<file path="config.mk">
export PLATFORM = sky130hd
export DESIGN_NAME = plcs_top
export DESIGN_NICKNAME = d
export VERILOG_FILES = /design/src/plcs_pkg.sv /design/src/plcs_steer_if.sv /design/src/plcs_turnaround.sv /design/src/plcs_top.sv
export SDC_FILE = /design/constraint.sdc
export NUM_CORES = 1
export LEC_CHECK = 0
export ABC_CLOCK_PERIOD_IN_PS = 2800
export BUFFER_PORTS_ARGS = -buffer_cell sky130_fd_sc_hd__buf_2
export CAP_MARGIN = 15
export CORE_UTILIZATION = 46
export DETAILED_ROUTE_END_ITERATION = 8
export PLACE_DENSITY = 0.91
export SLEW_MARGIN = 40
export SYNTH_ARGS = -nofsm -noshare
export SYNTH_HDL_FRONTEND = slang
export SYNTH_SLANG_ARGS = --single-unit
</file>
<file path="constraint.sdc">
create_clock -name clk_i -period 2.8 [get_ports clk_i]
set_clock_uncertainty 0.1 [all_clocks]
set_input_delay 0.84 -clock clk_i [delete_from_list [all_inputs] [get_ports clk_i]]
set_output_delay 0.84 -clock clk_i [all_outputs]
set_load 0.005 [all_outputs]
</file>
<file path="src/plcs_pkg.sv">
// Constants shared by the port loopback and crossover status block.
// Assumes APB with 32-bit data; register indices map to byte address index*4.
`default_nettype none
package plcs_pkg;

  // ----------------------------------------------------------------
  // Sizes
  // ----------------------------------------------------------------
  localparam int unsigned NPORT = 5;
  localparam int unsigned NSTAT = 4;
  localparam int unsigned AW = 12;
  localparam int unsigned DW = 32;
  localparam int unsigned IDX_W = 7;
  localparam int unsigned IDX_LSB = 2;
  localparam int unsigned PORT_W = 3;
  localparam int unsigned BYTE_W = 8;

  // ----------------------------------------------------------------
  // Register indices (byte address is four times the index)
  // ----------------------------------------------------------------
  localparam logic [6:0] CTRL_IDX [0:4] = '{7'h1D, 7'h2D, 7'h3D, 7'h4D, 7'h5D};
  localparam logic [6:0] STAT_IDX [0:3] = '{7'h1E, 7'h2E, 7'h3E, 7'h4E};
  localparam logic [6:0] RSVD_IDX = 7'h5E;

  // ----------------------------------------------------------------
  // Field positions
  // ----------------------------------------------------------------
  localparam int unsigned TURN_BIT = 0;
  localparam int unsigned FSTR_BIT = 1;
  localparam int unsigned AUTO_OFF_BIT = 2;
  localparam int unsigned XSTATE_BIT = 7;

  // ----------------------------------------------------------------
  // Values after reset
  // ----------------------------------------------------------------
  localparam logic TURN_RST = 1'h0;
  localparam logic FSTR_RST = 1'h0;
  localparam logic AUTO_OFF_RST = 1'h0;
  localparam logic XSTATE_RST = 1'h0;
  localparam logic [31:0] RDATA_RST = 32'h00000000;

endpackage : plcs_pkg
`default_nettype wire

</file>
<file path="src/plcs_steer_if.sv">
// Carrier between the register block and the frame turnaround steering.
// Assumes both ends run on the one core clock.
`timescale 1ns/1ps
`default_nettype none
interface plcs_steer_if;
  logic [4:0] turn_en;   // Per-port turnaround enable
  logic in_valid;        // Forwarded beat valid
  logic [2:0] in_src;    // Ingress port of the frame
  logic [2:0] in_dst;    // Chosen egress port
  logic [7:0] in_data;   // Frame byte
  logic in_last;         // Last byte of frame
  logic out_valid;       // Steered beat valid
  logic [2:0] out_port;  // Port the beat leaves on
  logic [7:0] out_data;  // Frame byte
  logic out_last;        // Last byte of frame
  logic out_turned;      // Beat was turned around

  modport ctrl (output turn_en, in_valid, in_src, in_dst, in_data, in_last,
                input out_valid, out_port, out_data, out_last, out_turned);
  modport steer (input turn_en, in_valid, in_src, in_dst, in_data, in_last,
                 output out_valid, out_port, out_data, out_last, out_turned);
endinterface : plcs_steer_if
`default_nettype wire

</file>
<file path="src/plcs_turnaround.sv">
// Frame steering: sends frames bound for a turned-around port back out
// of the port they came in on. Assumes in_src/in_dst hold for a frame.
`timescale 1ns/1ps
`default_nettype none
module plcs_turnaround (
  input wire logic clk_i,      // Core clock
  input wire logic srst_i,     // Synchronous reset, active high
  plcs_steer_if.steer sif      // Steering carrier
);

  logic mid_q;
  logic mid_d;
  logic turn_q;
  logic turn_now;
  logic turn_use;

  // ----------------------------------------------------------------
  // Turnaround decision
  // ----------------------------------------------------------------
  // decide at first byte
  assign turn_now = (sif.in_dst < plcs_pkg::PORT_W'(plcs_pkg::NPORT))
                    && sif.turn_en[sif.in_dst] && (sif.in_src != sif.in_dst);
  // Keep one decision for the whole frame so it never splits
  assign turn_use = mid_q ? turn_q : turn_now;
  assign mid_d = sif.in_valid ? !sif.in_last : mid_q;

  // Frame tracking
  always_ff @(posedge clk_i)
  begin
    if (srst_i)
    begin
      mid_q <= 1'b0;
      turn_q <= 1'b0;
    end
    else
    begin
      mid_q <= mid_d;
      if (sif.in_valid && !mid_q)
      begin
        turn_q <= turn_now;
      end
    end
  end

  always_ff @(posedge clk_i)
  begin
    if (srst_i)
    begin
      sif.out_valid <= 1'b0;
      sif.out_port <= 3'h0;
      sif.out_data <= 8'h00;
      sif.out_last <= 1'b0;
      sif.out_turned <= 1'b0;
    end
    else
    begin
      sif.out_valid <= sif.in_valid;
      sif.out_port <= turn_use ? sif.in_src : sif.in_dst;
      sif.out_data <= sif.in_data;
      sif.out_last <= sif.in_last;
      sif.out_turned <= sif.in_valid && turn_use;
    end
  end

endmodule : plcs_turnaround
`default_nettype wire

</file>
<file path="src/plcs_top.sv">
// Per-port MAC turnaround control and crossover mode/status registers
// of a five-port switch, reached over APB.
// Assumes the auto-crossover result arrives asynchronously from the PHYs
// and the forwarded frame stream runs on the core clock.
`timescale 1ns/1ps
`default_nettype none

// Overview of operation
// - First port control bit 0 at index 29 puts its MAC in turnaround.
// - Frames from a monitor port to a turned port go back out the monitor.
// - Bit 0 at indices 45, 61, 77, 93 turns ports two to five.
// - Turnaround bit resets to zero, is read/write; zero means normal forwarding.
// - Status registers for ports one to four at 0x1E, 0x2E, 0x3E, 0x4E.
// - Index 0x5E is reserved and carries no status.
// - Status bit 7 is read-only, resets zero, one means straight wiring.
// - Control bit 2 at zero, its reset value, keeps automatic crossover on.
// - With automatic off, control bit 1 forces straight (one) or crossed (zero).
module plcs_top (
  input wire logic clk_i,               // Core clock, 100 MHz
  input wire logic srst_i,              // Synchronous reset, active high
  input wire logic psel_i,              // APB select
  input wire logic penable_i,           // APB enable
  input wire logic pwrite_i,            // APB direction, high for write
  input wire logic [11:0] paddr_i,      // APB byte address
  input wire logic [31:0] pwdata_i,     // APB write data
  input wire logic [3:0] pstrb_i,       // APB byte strobes
  output logic [31:0] prdata_o,         // APB read data
  output logic pready_o,                // APB ready
  output logic pslverr_o,               // APB error on unmapped address
  input wire logic [4:0] auto_straight_i, // Auto crossover result per port
  input wire logic fwd_valid_i,         // Forwarded byte valid
  input wire logic [2:0] fwd_src_i,     // Ingress port of frame
  input wire logic [2:0] fwd_dst_i,     // Egress port chosen by lookup
  input wire logic [7:0] fwd_data_i,    // Frame byte
  input wire logic fwd_last_i,          // Last byte of frame
  output logic eg_valid_o,              // Egress byte valid
  output logic [2:0] eg_port_o,         // Egress port
  output logic [7:0] eg_data_o,         // Egress byte
  output logic eg_last_o,               // Egress last byte
  output logic eg_turned_o,             // Egress byte was turned around
  output logic [4:0] straight_o,        // Wiring mode in effect, one straight
  output logic [4:0] turnaround_o       // Turnaround enable per port
);

  // ----------------------------------------------------------------
  // Address decoding helpers
  // ----------------------------------------------------------------

  // One-hot port select of a control register index
  function automatic logic [4:0] plcs_ctrl_sel(input logic [6:0] idx);
    logic [4:0] sel;
    sel = 5'h00;
    for (int p = 0; p < plcs_pkg::NPORT; p++)
    begin
      sel[p] = (idx == plcs_pkg::CTRL_IDX[p]);
    end
    return sel;
  endfunction : plcs_ctrl_sel

  // One-hot port select of a status register index
  function automatic logic [3:0] plcs_stat_sel(input logic [6:0] idx);
    logic [3:0] sel;
    sel = 4'h0;
    for (int p = 0; p < plcs_pkg::NSTAT; p++)
    begin
      sel[p] = (idx == plcs_pkg::STAT_IDX[p]);
    end
    return sel;
  endfunction : plcs_stat_sel

  // ----------------------------------------------------------------
  // Declarations
  // ----------------------------------------------------------------
  plcs_steer_if sif ();

  logic [6:0] idx;
  logic addr_ok;
  logic [4:0] ctrl_hit;
  logic [3:0] stat_hit;
  logic rsvd_hit;
  logic mapped;
  logic acc;
  logic fire;
  logic wr_fire;
  logic [31:0] rd_val;

  logic [4:0] turn_q;
  logic [4:0] fstr_q;
  logic [4:0] auto_off_q;
  logic [4:0] mode_q;
  logic [4:0] mode_d;

  logic [4:0] sy1_q;
  logic [4:0] sy2_q;
  logic [4:0] sy3_q;
  logic [4:0] auto_q;

  logic pready_q;
  logic pslverr_q;
  logic [31:0] prdata_q;

  // ----------------------------------------------------------------
  // APB decode
  // ----------------------------------------------------------------

  // Word index and alignment; bits above the index must be zero
  assign idx = paddr_i[8:2];
  assign addr_ok = (paddr_i[1:0] == 2'h0) && (paddr_i[11:9] == 3'h0);
  assign ctrl_hit = addr_ok ? plcs_ctrl_sel(idx) : 5'h00;
  assign stat_hit = addr_ok ? plcs_stat_sel(idx) : 4'h0;
  assign rsvd_hit = addr_ok && (idx == plcs_pkg::RSVD_IDX);
  assign mapped = (|ctrl_hit) || (|stat_hit) || rsvd_hit;

  // Access phase, and the edge at which the transfer completes
  assign acc = psel_i && penable_i;
  assign fire = acc && pready_q;
  // Only the low byte lane holds register bits
  assign wr_fire = fire && pwrite_i && pstrb_i[0];

  // ----------------------------------------------------------------
  // Read data selection
  // ----------------------------------------------------------------

  // Narrow registers sit in the low bits; all else reads zero
  always_comb
  begin
    rd_val = plcs_pkg::RDATA_RST;
    for (int p = 0; p < plcs_pkg::NPORT; p++)
    begin
      if (ctrl_hit[p])
      begin
        rd_val[plcs_pkg::TURN_BIT] = turn_q[p];
        rd_val[plcs_pkg::FSTR_BIT] = fstr_q[p];
        rd_val[plcs_pkg::AUTO_OFF_BIT] = auto_off_q[p];
      end
    end
    for (int p = 0; p < plcs_pkg::NSTAT; p++)
    begin
      if (stat_hit[p])
      begin
        rd_val[plcs_pkg::XSTATE_BIT] = mode_q[p];
      end
    end
  end

  // ----------------------------------------------------------------
  // APB response
  // ----------------------------------------------------------------

  // One wait state: ready rises on the second access cycle
  always_ff @(posedge clk_i)
  begin
    if (srst_i)
    begin
      pready_q <= 1'b0;
      pslverr_q <= 1'b0;
      prdata_q <= plcs_pkg::RDATA_RST;
    end
    else if (acc && !pready_q)
    begin
      pready_q <= 1'b1;
      pslverr_q <= !mapped;
      prdata_q <= pwrite_i ? plcs_pkg::RDATA_RST : rd_val;
    end
    else
    begin
      pready_q <= 1'b0;
      pslverr_q <= 1'b0;
      prdata_q <= plcs_pkg::RDATA_RST;
    end
  end

  assign pready_o = pready_q;
  assign pslverr_o = pslverr_q;
  assign prdata_o = prdata_q;

  // ----------------------------------------------------------------
  // Control registers, one per port
  // ----------------------------------------------------------------
  for (genvar p = 0; p < plcs_pkg::NPORT; p++)
  begin : g_ctrl
    always_ff @(posedge clk_i)
    begin
      if (srst_i)
      begin
        turn_q[p] <= plcs_pkg::TURN_RST;
        fstr_q[p] <= plcs_pkg::FSTR_RST;
        auto_off_q[p] <= plcs_pkg::AUTO_OFF_RST;
      end
      else if (wr_fire && ctrl_hit[p])
      begin
        turn_q[p] <= pwdata_i[plcs_pkg::TURN_BIT];
        fstr_q[p] <= pwdata_i[plcs_pkg::FSTR_BIT];
        auto_off_q[p] <= pwdata_i[plcs_pkg::AUTO_OFF_BIT];
      end
    end
  end

  // ----------------------------------------------------------------
  // Auto crossover result synchroniser
  // ----------------------------------------------------------------

  // Three stages; a change counts once stages two and three agree
  always_ff @(posedge clk_i)
  begin
    if (srst_i)
    begin
      sy1_q <= 5'h00;
      sy2_q <= 5'h00;
      sy3_q <= 5'h00;
    end
    else
    begin
      sy1_q <= auto_straight_i;
      sy2_q <= sy1_q;
      sy3_q <= sy2_q;
    end
  end

  for (genvar p = 0; p < plcs_pkg::NPORT; p++)
  begin : g_filt
    // Hold the last agreed value while the stages disagree
    always_ff @(posedge clk_i)
    begin
      if (srst_i)
      begin
        auto_q[p] <= plcs_pkg::XSTATE_RST;
      end
      else if (sy2_q[p] == sy3_q[p])
      begin
        auto_q[p] <= sy3_q[p];
      end
    end
  end

  // ----------------------------------------------------------------
  // Wiring mode in effect
  // ----------------------------------------------------------------

  assign mode_d = (auto_off_q & fstr_q) | (~auto_off_q & auto_q);

  always_ff @(posedge clk_i)
  begin
    if (srst_i)
    begin
      mode_q <= {plcs_pkg::NPORT{plcs_pkg::XSTATE_RST}};
    end
    else
    begin
      mode_q <= mode_d;
    end
  end

  assign straight_o = mode_q;
  assign turnaround_o = turn_q;

  // ----------------------------------------------------------------
  // Frame turnaround steering
  // ----------------------------------------------------------------

  // Feed the steering stage with the forwarded stream
  assign sif.turn_en = turn_q;
  assign sif.in_valid = fwd_valid_i;
  assign sif.in_src = fwd_src_i;
  assign sif.in_dst = fwd_dst_i;
  assign sif.in_data = fwd_data_i;
  assign sif.in_last = fwd_last_i;

  plcs_turnaround u_turn (
    .clk_i (clk_i),
    .srst_i (srst_i),
    .sif (sif.steer)
  );

  // Egress outputs come from the steering flip-flops
  assign eg_valid_o = sif.out_valid;
  assign eg_port_o = sif.out_port;
  assign eg_data_o = sif.out_data;
  assign eg_last_o = sif.out_last;
  assign eg_turned_o = sif.out_turned;

endmodule : plcs_top
`default_nettype wire

</file>
==> results of run 1 <==
synth_stat cells:
library cell | count | share of area (%)
nand2b_1 | 9 | 2.1
a21boi_1 | 1 | 0.28
nor2_4 | 1 | 0.42
inv_1 | 2 | 0.28
nor3_2 | 2 | 0.75
or3_1 | 1 | 0.24
and2_1 | 2 | 0.47
nor3_1 | 5 | 0.94
mux2i_1 | 13 | 4.9
buf_4 | 29 | 8.2
and3_1 | 1 | 0.24
nor2b_1 | 29 | 6.8
o21ai_0 | 8 | 1.5
o31ai_1 | 3 | 0.85
o21ai_1 | 15 | 2.8
dfxtp_1 | 62 | 47
buf_2 | 4 | 0.75
nand3b_1 | 5 | 1.4
o221ai_1 | 1 | 0.33
nand2_1 | 13 | 1.8
mux2_2 | 1 | 0.42
o31ai_2 | 1 | 0.47
nand4b_2 | 1 | 0.56
a211oi_1 | 2 | 0.56
nand4bb_1 | 1 | 0.42
nor2_1 | 12 | 1.7
xnor2_1 | 4 | 1.3
or4_4 | 1 | 0.42
and3b_1 | 1 | 0.33
nor4_1 | 1 | 0.24
and4_1 | 1 | 0.33
nor4b_2 | 1 | 0.56
conb_1 | 1 | 0.14
a31oi_1 | 1 | 0.24
nand3_1 | 9 | 1.7
a41oi_1 | 1 | 0.33
a21oi_1 | 27 | 5.1
clkbuf_1 | 9 | 1.3
and4b_1 | 1 | 0.38
nand4_1 | 7 | 1.6
through the flow:
| step | util, % | instance area [um2] | worst slack [ns] |
|---|---|---|---|
| 5_1_grt | 58.1 | 3220 | 0.697 |
| 3_3_place_gp | 53.2 | 2950 | 0.570 |
| 3_5_place_dp | 53.2 | 2950 | 0.489 |
| 2_1_floorplan | - | 2760 | 0.802 |
| 6_report | 58.1 | 3220 | 0.780 |
| 4_1_cts | 58.1 | 3220 | 0.845 |
path summary, 6_finish.rpt:
path | depth (start not counted) | startpoint | end
hold reg to reg | 1 | sy1_q[3] | sy2_q[3]
setup reg to reg | 4 | pready_o | fstr_q[1]
hold / removal | 1 | sy1_q[3] | sy2_q[3]
setup / recovery | 5 | paddr_i[0] | fstr_q[1]
worst max-delay path: stages:
cell and delay, ns:
buf_2 0.11, nor4_1 0.35, and4_1 0.54, nand4_1 0.17
a21oi_1 0.18
logic make-up (layout without fill, tap and decap cells):
family / count (synthesis) / in the layout
XOR/XNOR: 4 / 4
flip-flops: 62 / 62
buffers and inverters: 44 / 91
AO/OA/AOI/OAI: 60 / 60
AND/OR/NAND/NOR: 104 / 104
other: 1 / 28
multiplexers: 14 / 14
power by group:
| part | leakage, nW | switching [mW] | internal (mW) |
|---|---|---|---|
| Clock | 0.132 | 0.343 | 0.704 |
| Combinational | 0.744 | 0.0820 | 0.0625 |
| Sequential | 0.506 | 0.00694 | 0.904 |
per-layer routing:
metal | vias up | part of all wire [%] | global-route usage, %
li1 | 1078 | - | -
met1 | 990 | 42 | 21.7
met2 | 108 | 47 | 28.7
met3 | 13 | 8.7 | 6.74
met4 | 0 | 2.4 | 10.2
met5 | - | 0 | 0
flip-flops by register name, indices dropped and copies added (netlist names), 3 cells and up:
| name | flops |
|---|---|
| sy1_q | 5 |
| sy2_q | 5 |
| u_turn.sif.out_data | 8 |
| u_turn.sif.out_port | 3 |
| turnaround_o | 5 |
| straight_o | 5 |
| auto_off_q | 5 |
| sy3_q | 5 |
| auto_q | 5 |
| fstr_q | 5 |
| prdata_o | 4 |
layout make-up:
cell class / instances / area, um2
Clock buffer: 10 / 138
Clock inverter: 6 / 133
Fill cell: 514 / 2320
Inverter: 2 / 7.51
Multi-Input combinational cell: 210 / 1240
Sequential cell: 62 / 1240
Tap cell: 72 / 90.1
Timing Repair Buffer: 73 / 370
==> metrics.md, run 1 <==
| Metric | Value |
|---|---|
| Core Region | `5540 um2` |
| Antenna Violating Nets Remaining | `0` |
| Synth Register Bits | `62` |
| Fin. Hold Viols | `0` |
| Worst slew margin | `62.0%` |
| Global-route wire length before repair | `between 8 and 9 mm` |
| Worst-skew pair later-pin latency | `around 0.33 ns` |
| Compound-Gate Fraction of Synth Area | `12.5%` |
| GRT Total Usage | `18.3%` |
| WP data arrival | `2.18 ns` |
| Clock transition at path regs | `0.07 ns` |
| Required @ worst endpoint | `approximately 3.0 ns` |
| Tightest Pin Transition | `0.569 ns` |
| DRC | `0` |
| Synth cell types | `40` |
| Total grt overflow | `0` |
| Final nets | `about 430` |
| IO Pins | `between 100 and 150` |
| RSZ-0062 raised after global routing | `no` |
| Setup TNS | `0 ns` |
| Synth Instances | `289` |
| Setup-failing EPs final | `0` |
| Ant diodes | `0` |
| HPWL reported at the end of detailed placement | `3.62 mm` |
| DP Cell Count | `between 400 and 500` |
| Max Root-Sink Buffers | `2` |
| Clock Sinks | `62` |
| Vias per cell | `5.03` |
| Post-synthesis sequential area ratio | `46.7%` |
| R2r setup slk | `1.25 ns` |
| Full die area | `6090 um2` |
| Cts repair resizes | `0` |
| GPL Wtd Cong | `0.809` |
| Endpoint type of the worst setup path | `flop` |
| Final period utilization | `72.1%` |
| P_leak | `1.38 nW` |
| Initial antenna violation count | `0` |
| Via count | `between 2000 and 2500` |
| Commonest cells after routing, fill and taps aside | `buf_2, dfxtp_1, nor2b_1, conb_1, a21oi_1` |
| Avg Inst Size Synth | `9.20 um2` |
| Site Rows | `27` |
| Peak fanout along the critical path | `12` |
| Yosys warns | `0` |
| Max Slew Vio Count | `0` |
| Initial DRC Count | `160` |
| Adder-Cell Fraction of Synth Area | `0%` |
| Maximum VDD drop | `0.439 mV` |
| Die height | `78.0 um` |
| PD cells | `approximately 650 nW/um2` |
| Area delta synth->final | `21.1%` |
| Type of origin of the critical path | `input port` |
| Routed len/inst | `11.8 um` |
| CTS tree | `done` |
| Drt pass-1 iters | `4` |
| Initial Util | `48.0%` |
| Run status | `finished clean` |
| Synth Cell Area | `2660 um2` |
| Worst hold path type | `flop to flop` |
| Chip width | `roughly 78 um` |
| F_max | `495 MHz` |
| Largest net degree at the start of global routing | `33` |
| Worst hold slack | `0.336 ns` |
| Setup Fix Bufs, Post-CTS | `0` |
| Finished Layout Cells | `435` |
| Hold-fix buffers at CTS | `0` |
| Largest family of logic cells by synthesized area | `simple AND/OR/NAND/NOR gates` |
| Post-synthesis mux area share | `under 10%` |
| Simple-Gate Fraction of Synth Area | `23.5%` |
| Total routed wirelength | `5.15 mm` |
| CTS Buf Count | `9` |
| Htree depth | `3` |
| Max Cap Violations | `0` |
| Most common cell after layout, fill and taps aside | `buf_2` |
| Post-Synth XOR/XNOR Area | `1.32%` |
| Vias in the first global route | `2024` |
| Final Power | `approximately 2.1 mW` |
| Fin crit period | `about 2 ns` |
| Fraction of layout cells with a size suffix above 1 | `about a quarter` |
| # port buffers | `a little over 70` |
| Kind of critical path | `input port to flop` |
| CTS root buf | `clkbuf_8` |
No activity file was read; power rests on OpenSTA's default activity.
==> run 2, diff against run 1 <==
--- a/config.mk
+++ b/config.mk
@@ -5,12 +5,12 @@
 export SDC_FILE = /design/constraint.sdc
 export NUM_CORES = 1
 export LEC_CHECK = 0
-export ABC_CLOCK_PERIOD_IN_PS = 2800
+export ABC_CLOCK_PERIOD_IN_PS = 1800
 export BUFFER_PORTS_ARGS = -buffer_cell sky130_fd_sc_hd__buf_2
 export CAP_MARGIN = 15
-export CORE_UTILIZATION = 46
+export CORE_UTILIZATION = 41
 export DETAILED_ROUTE_END_ITERATION = 8
-export PLACE_DENSITY = 0.91
+export PLACE_DENSITY = 0.87
 export SLEW_MARGIN = 40
 export SYNTH_ARGS = -nofsm -noshare
 export SYNTH_HDL_FRONTEND = slang
==> constraint.sdc (replaced) <==
create_clock -name clk_i -period 1.8 [get_ports clk_i]
set_clock_uncertainty 0.1 [all_clocks]
set_input_delay 0.54 -clock clk_i [delete_from_list [all_inputs] [get_ports clk_i]]
set_output_delay 0.54 -clock clk_i [all_outputs]
set_load 0.005 [all_outputs]
==> run 2 against run 1 <==
- register-to-register slack lost 0.92 ns
- sequential power grew 56%
- via count grew 0.78%
- utilization shrank 4.8 points
- design area grew 0.97%
- die area grew 12%
- cell count grew 3.0%
- critical path depth grew 1
- power grew 44%
- combinational power grew 67%
- clock power grew 30%
- first-iteration DRC count shrank 39%
- critical path type unchanged
==> metrics.md, run 2 (synthesis results as in run 1) <==
| Metric | Value |
|---|---|
| P_leak | `1.41 nW` |
| Antenna Violating Nets Remaining | `0` |
| Core Region | `6100 um2` |
| Final period utilization | `92.6%` |
| Initial antenna violation count | `0` |
| Worst hold path type | `input port to flop` |
| Fin crit period | `roughly 1.7 ns` |
| DRC | `0` |
| Fraction of layout cells with a size suffix above 1 | `28.4%` |
| Run status | `finished clean` |
| Clock transition at path regs | `0.07 ns` |
| Worst hold slack | `0.300 ns` |
| Fin. Hold Viols | `0` |
| Top reg by flops | `u_turn.sif.out_data` |
| Most common cell after layout, fill and taps aside | `buf_2` |
| Full die area | `6810 um2` |
| Vias in the first global route | `approximately 2000` |
| Htree depth | `3` |
| Total grt overflow | `0` |
| Max reg flops | `8` |
| CTS Buf Count | `9` |
| Routed len/inst | `12.4 um` |
| Type of origin of the critical path | `input port` |
| Die height | `around 83 um` |
| PD cells | `931 nW/um2` |
| Max Slew Vio Count | `0` |
| Global-route wire length before repair | `8.91 mm` |
| Worst-skew pair later-pin latency | `0.34 ns` |
| F_max | `600 MHz` |
| Max Root-Sink Buffers | `2` |
| RSZ-0062 raised after global routing | `no` |
| Kind of critical path | `input port to flop` |
| WP data arrival | `approximately 1.8 ns` |
| Final nets | `442` |
| Setup TNS | `0 ns` |
| Clock Sinks | `62` |
| CTS tree | `done` |
| Drt pass-1 iters | `4` |
| Layout Utilization | `between 50% and 60%` |
| Maximum VDD drop | `0.651 mV` |
| Ant diodes | `0` |
| Final Power | `3.02 mW` |
| HPWL reported at the end of detailed placement | `3.94 mm` |
| Peak fanout along the critical path | `15` |
| Endpoint type of the worst setup path | `flop` |
| Setup Fix Bufs, Post-CTS | `0` |
| IO Pins | `between 100 and 150` |
| Max Cap Violations | `0` |
| Commonest cells after routing, fill and taps aside | `buf_2, dfxtp_1, nor2b_1, conb_1, a21oi_1` |
| Initial Util | `43.6%` |
| Setup-failing EPs final | `0` |
| Initial DRC Count | `98` |
| # port buffers | `71` |
| Area delta synth->final | `22.3%` |
| Required @ worst endpoint | `1.91 ns` |
| Largest net degree at the start of global routing | `30` |
| Hold-fix buffers at CTS | `0` |
| CTS root buf | `clkbuf_8` |
| # fillers | `roughly 580` |
| Cts repair resizes | `0` |
| Vias per cell | `4.92` |
| Via count | `2206` |
| GPL Wtd Cong | `0.787` |
| Total routed wirelength | `about 5.6 mm` |
| Chip width | `around 83 um` |
| GRT Total Usage | `~18%` |
| Site Rows | `28` |
## run 2: cell types whose count changed in the layout (fill, tap and decap cells not counted)
cell       delta
buf_4        +10
bufinv_16     -2
clkbuf_1      +1
inv_6         +1
## run 2: path summary, 6_finish.rpt
| kind | startpoint | end | slack [ns] | depth (start not counted) |
|---|---|---|---|---|
| hold reg to reg | sy1_q[2] | sy2_q[2] | 0.34 | 1 |
| setup / recovery | paddr_i[0] | auto_off_q[2] | 0.13 | 6 |
| hold / removal | fwd_last_i | u_turn.mid_q | 0.30 | 2 |
| setup reg to reg | pready_o | auto_off_q[2] | 0.33 | 5 |
## run 2: per-stage QoR
stage | cells | setup slack, ns | area (um2)
floorplan | 316 | 0.102 | 2760
global placement | 432 | -0.0588 | 3030
detailed placement | 432 | -0.0942 | 3030
CTS | 448 | 0.173 | 3250
global route | 448 | 0.0317 | 3250
finish | 448 | 0.134 | 3250
## run 2: area by class of cell
cell class	count	area (um2)	share of cell area, %
clock inverter	5	81.3	2.50
multi-input combinational	210	1240	38.1
inverter	2	7.51	0.231
sequential	62	1240	38.2
timing repair buffer	83	445	13.7
clock buffer	11	141	4.35
tap	75	93.8	2.89
## run 2: routing by layer
metal / track usage, % / share of wire (%) / wire, um / vias up
met4: 8.79 / 1.9 / 108 / 0
li1: - / - / - / 1103
met3: 7.25 / 9.0 / 499 / 12
met2: 29.1 / 47 / 2640 / 95
met5: 0 / 0 / 0 / -
met1: 20.4 / 42 / 2320 / 996
## run 2: critical path: stages
cell	delay [ns]
buf_2	0.10
nor4_1	0.42
nand4_1	0.14
buf_4	0.22
o31ai_1	0.24
a21oi_1	0.12
## run 2: power by group
part	switching, mW	internal (mW)	total [mW]
clock network	0.546	0.820	1.37
logic	0.131	0.110	0.241
registers	0.0106	1.41	1.42
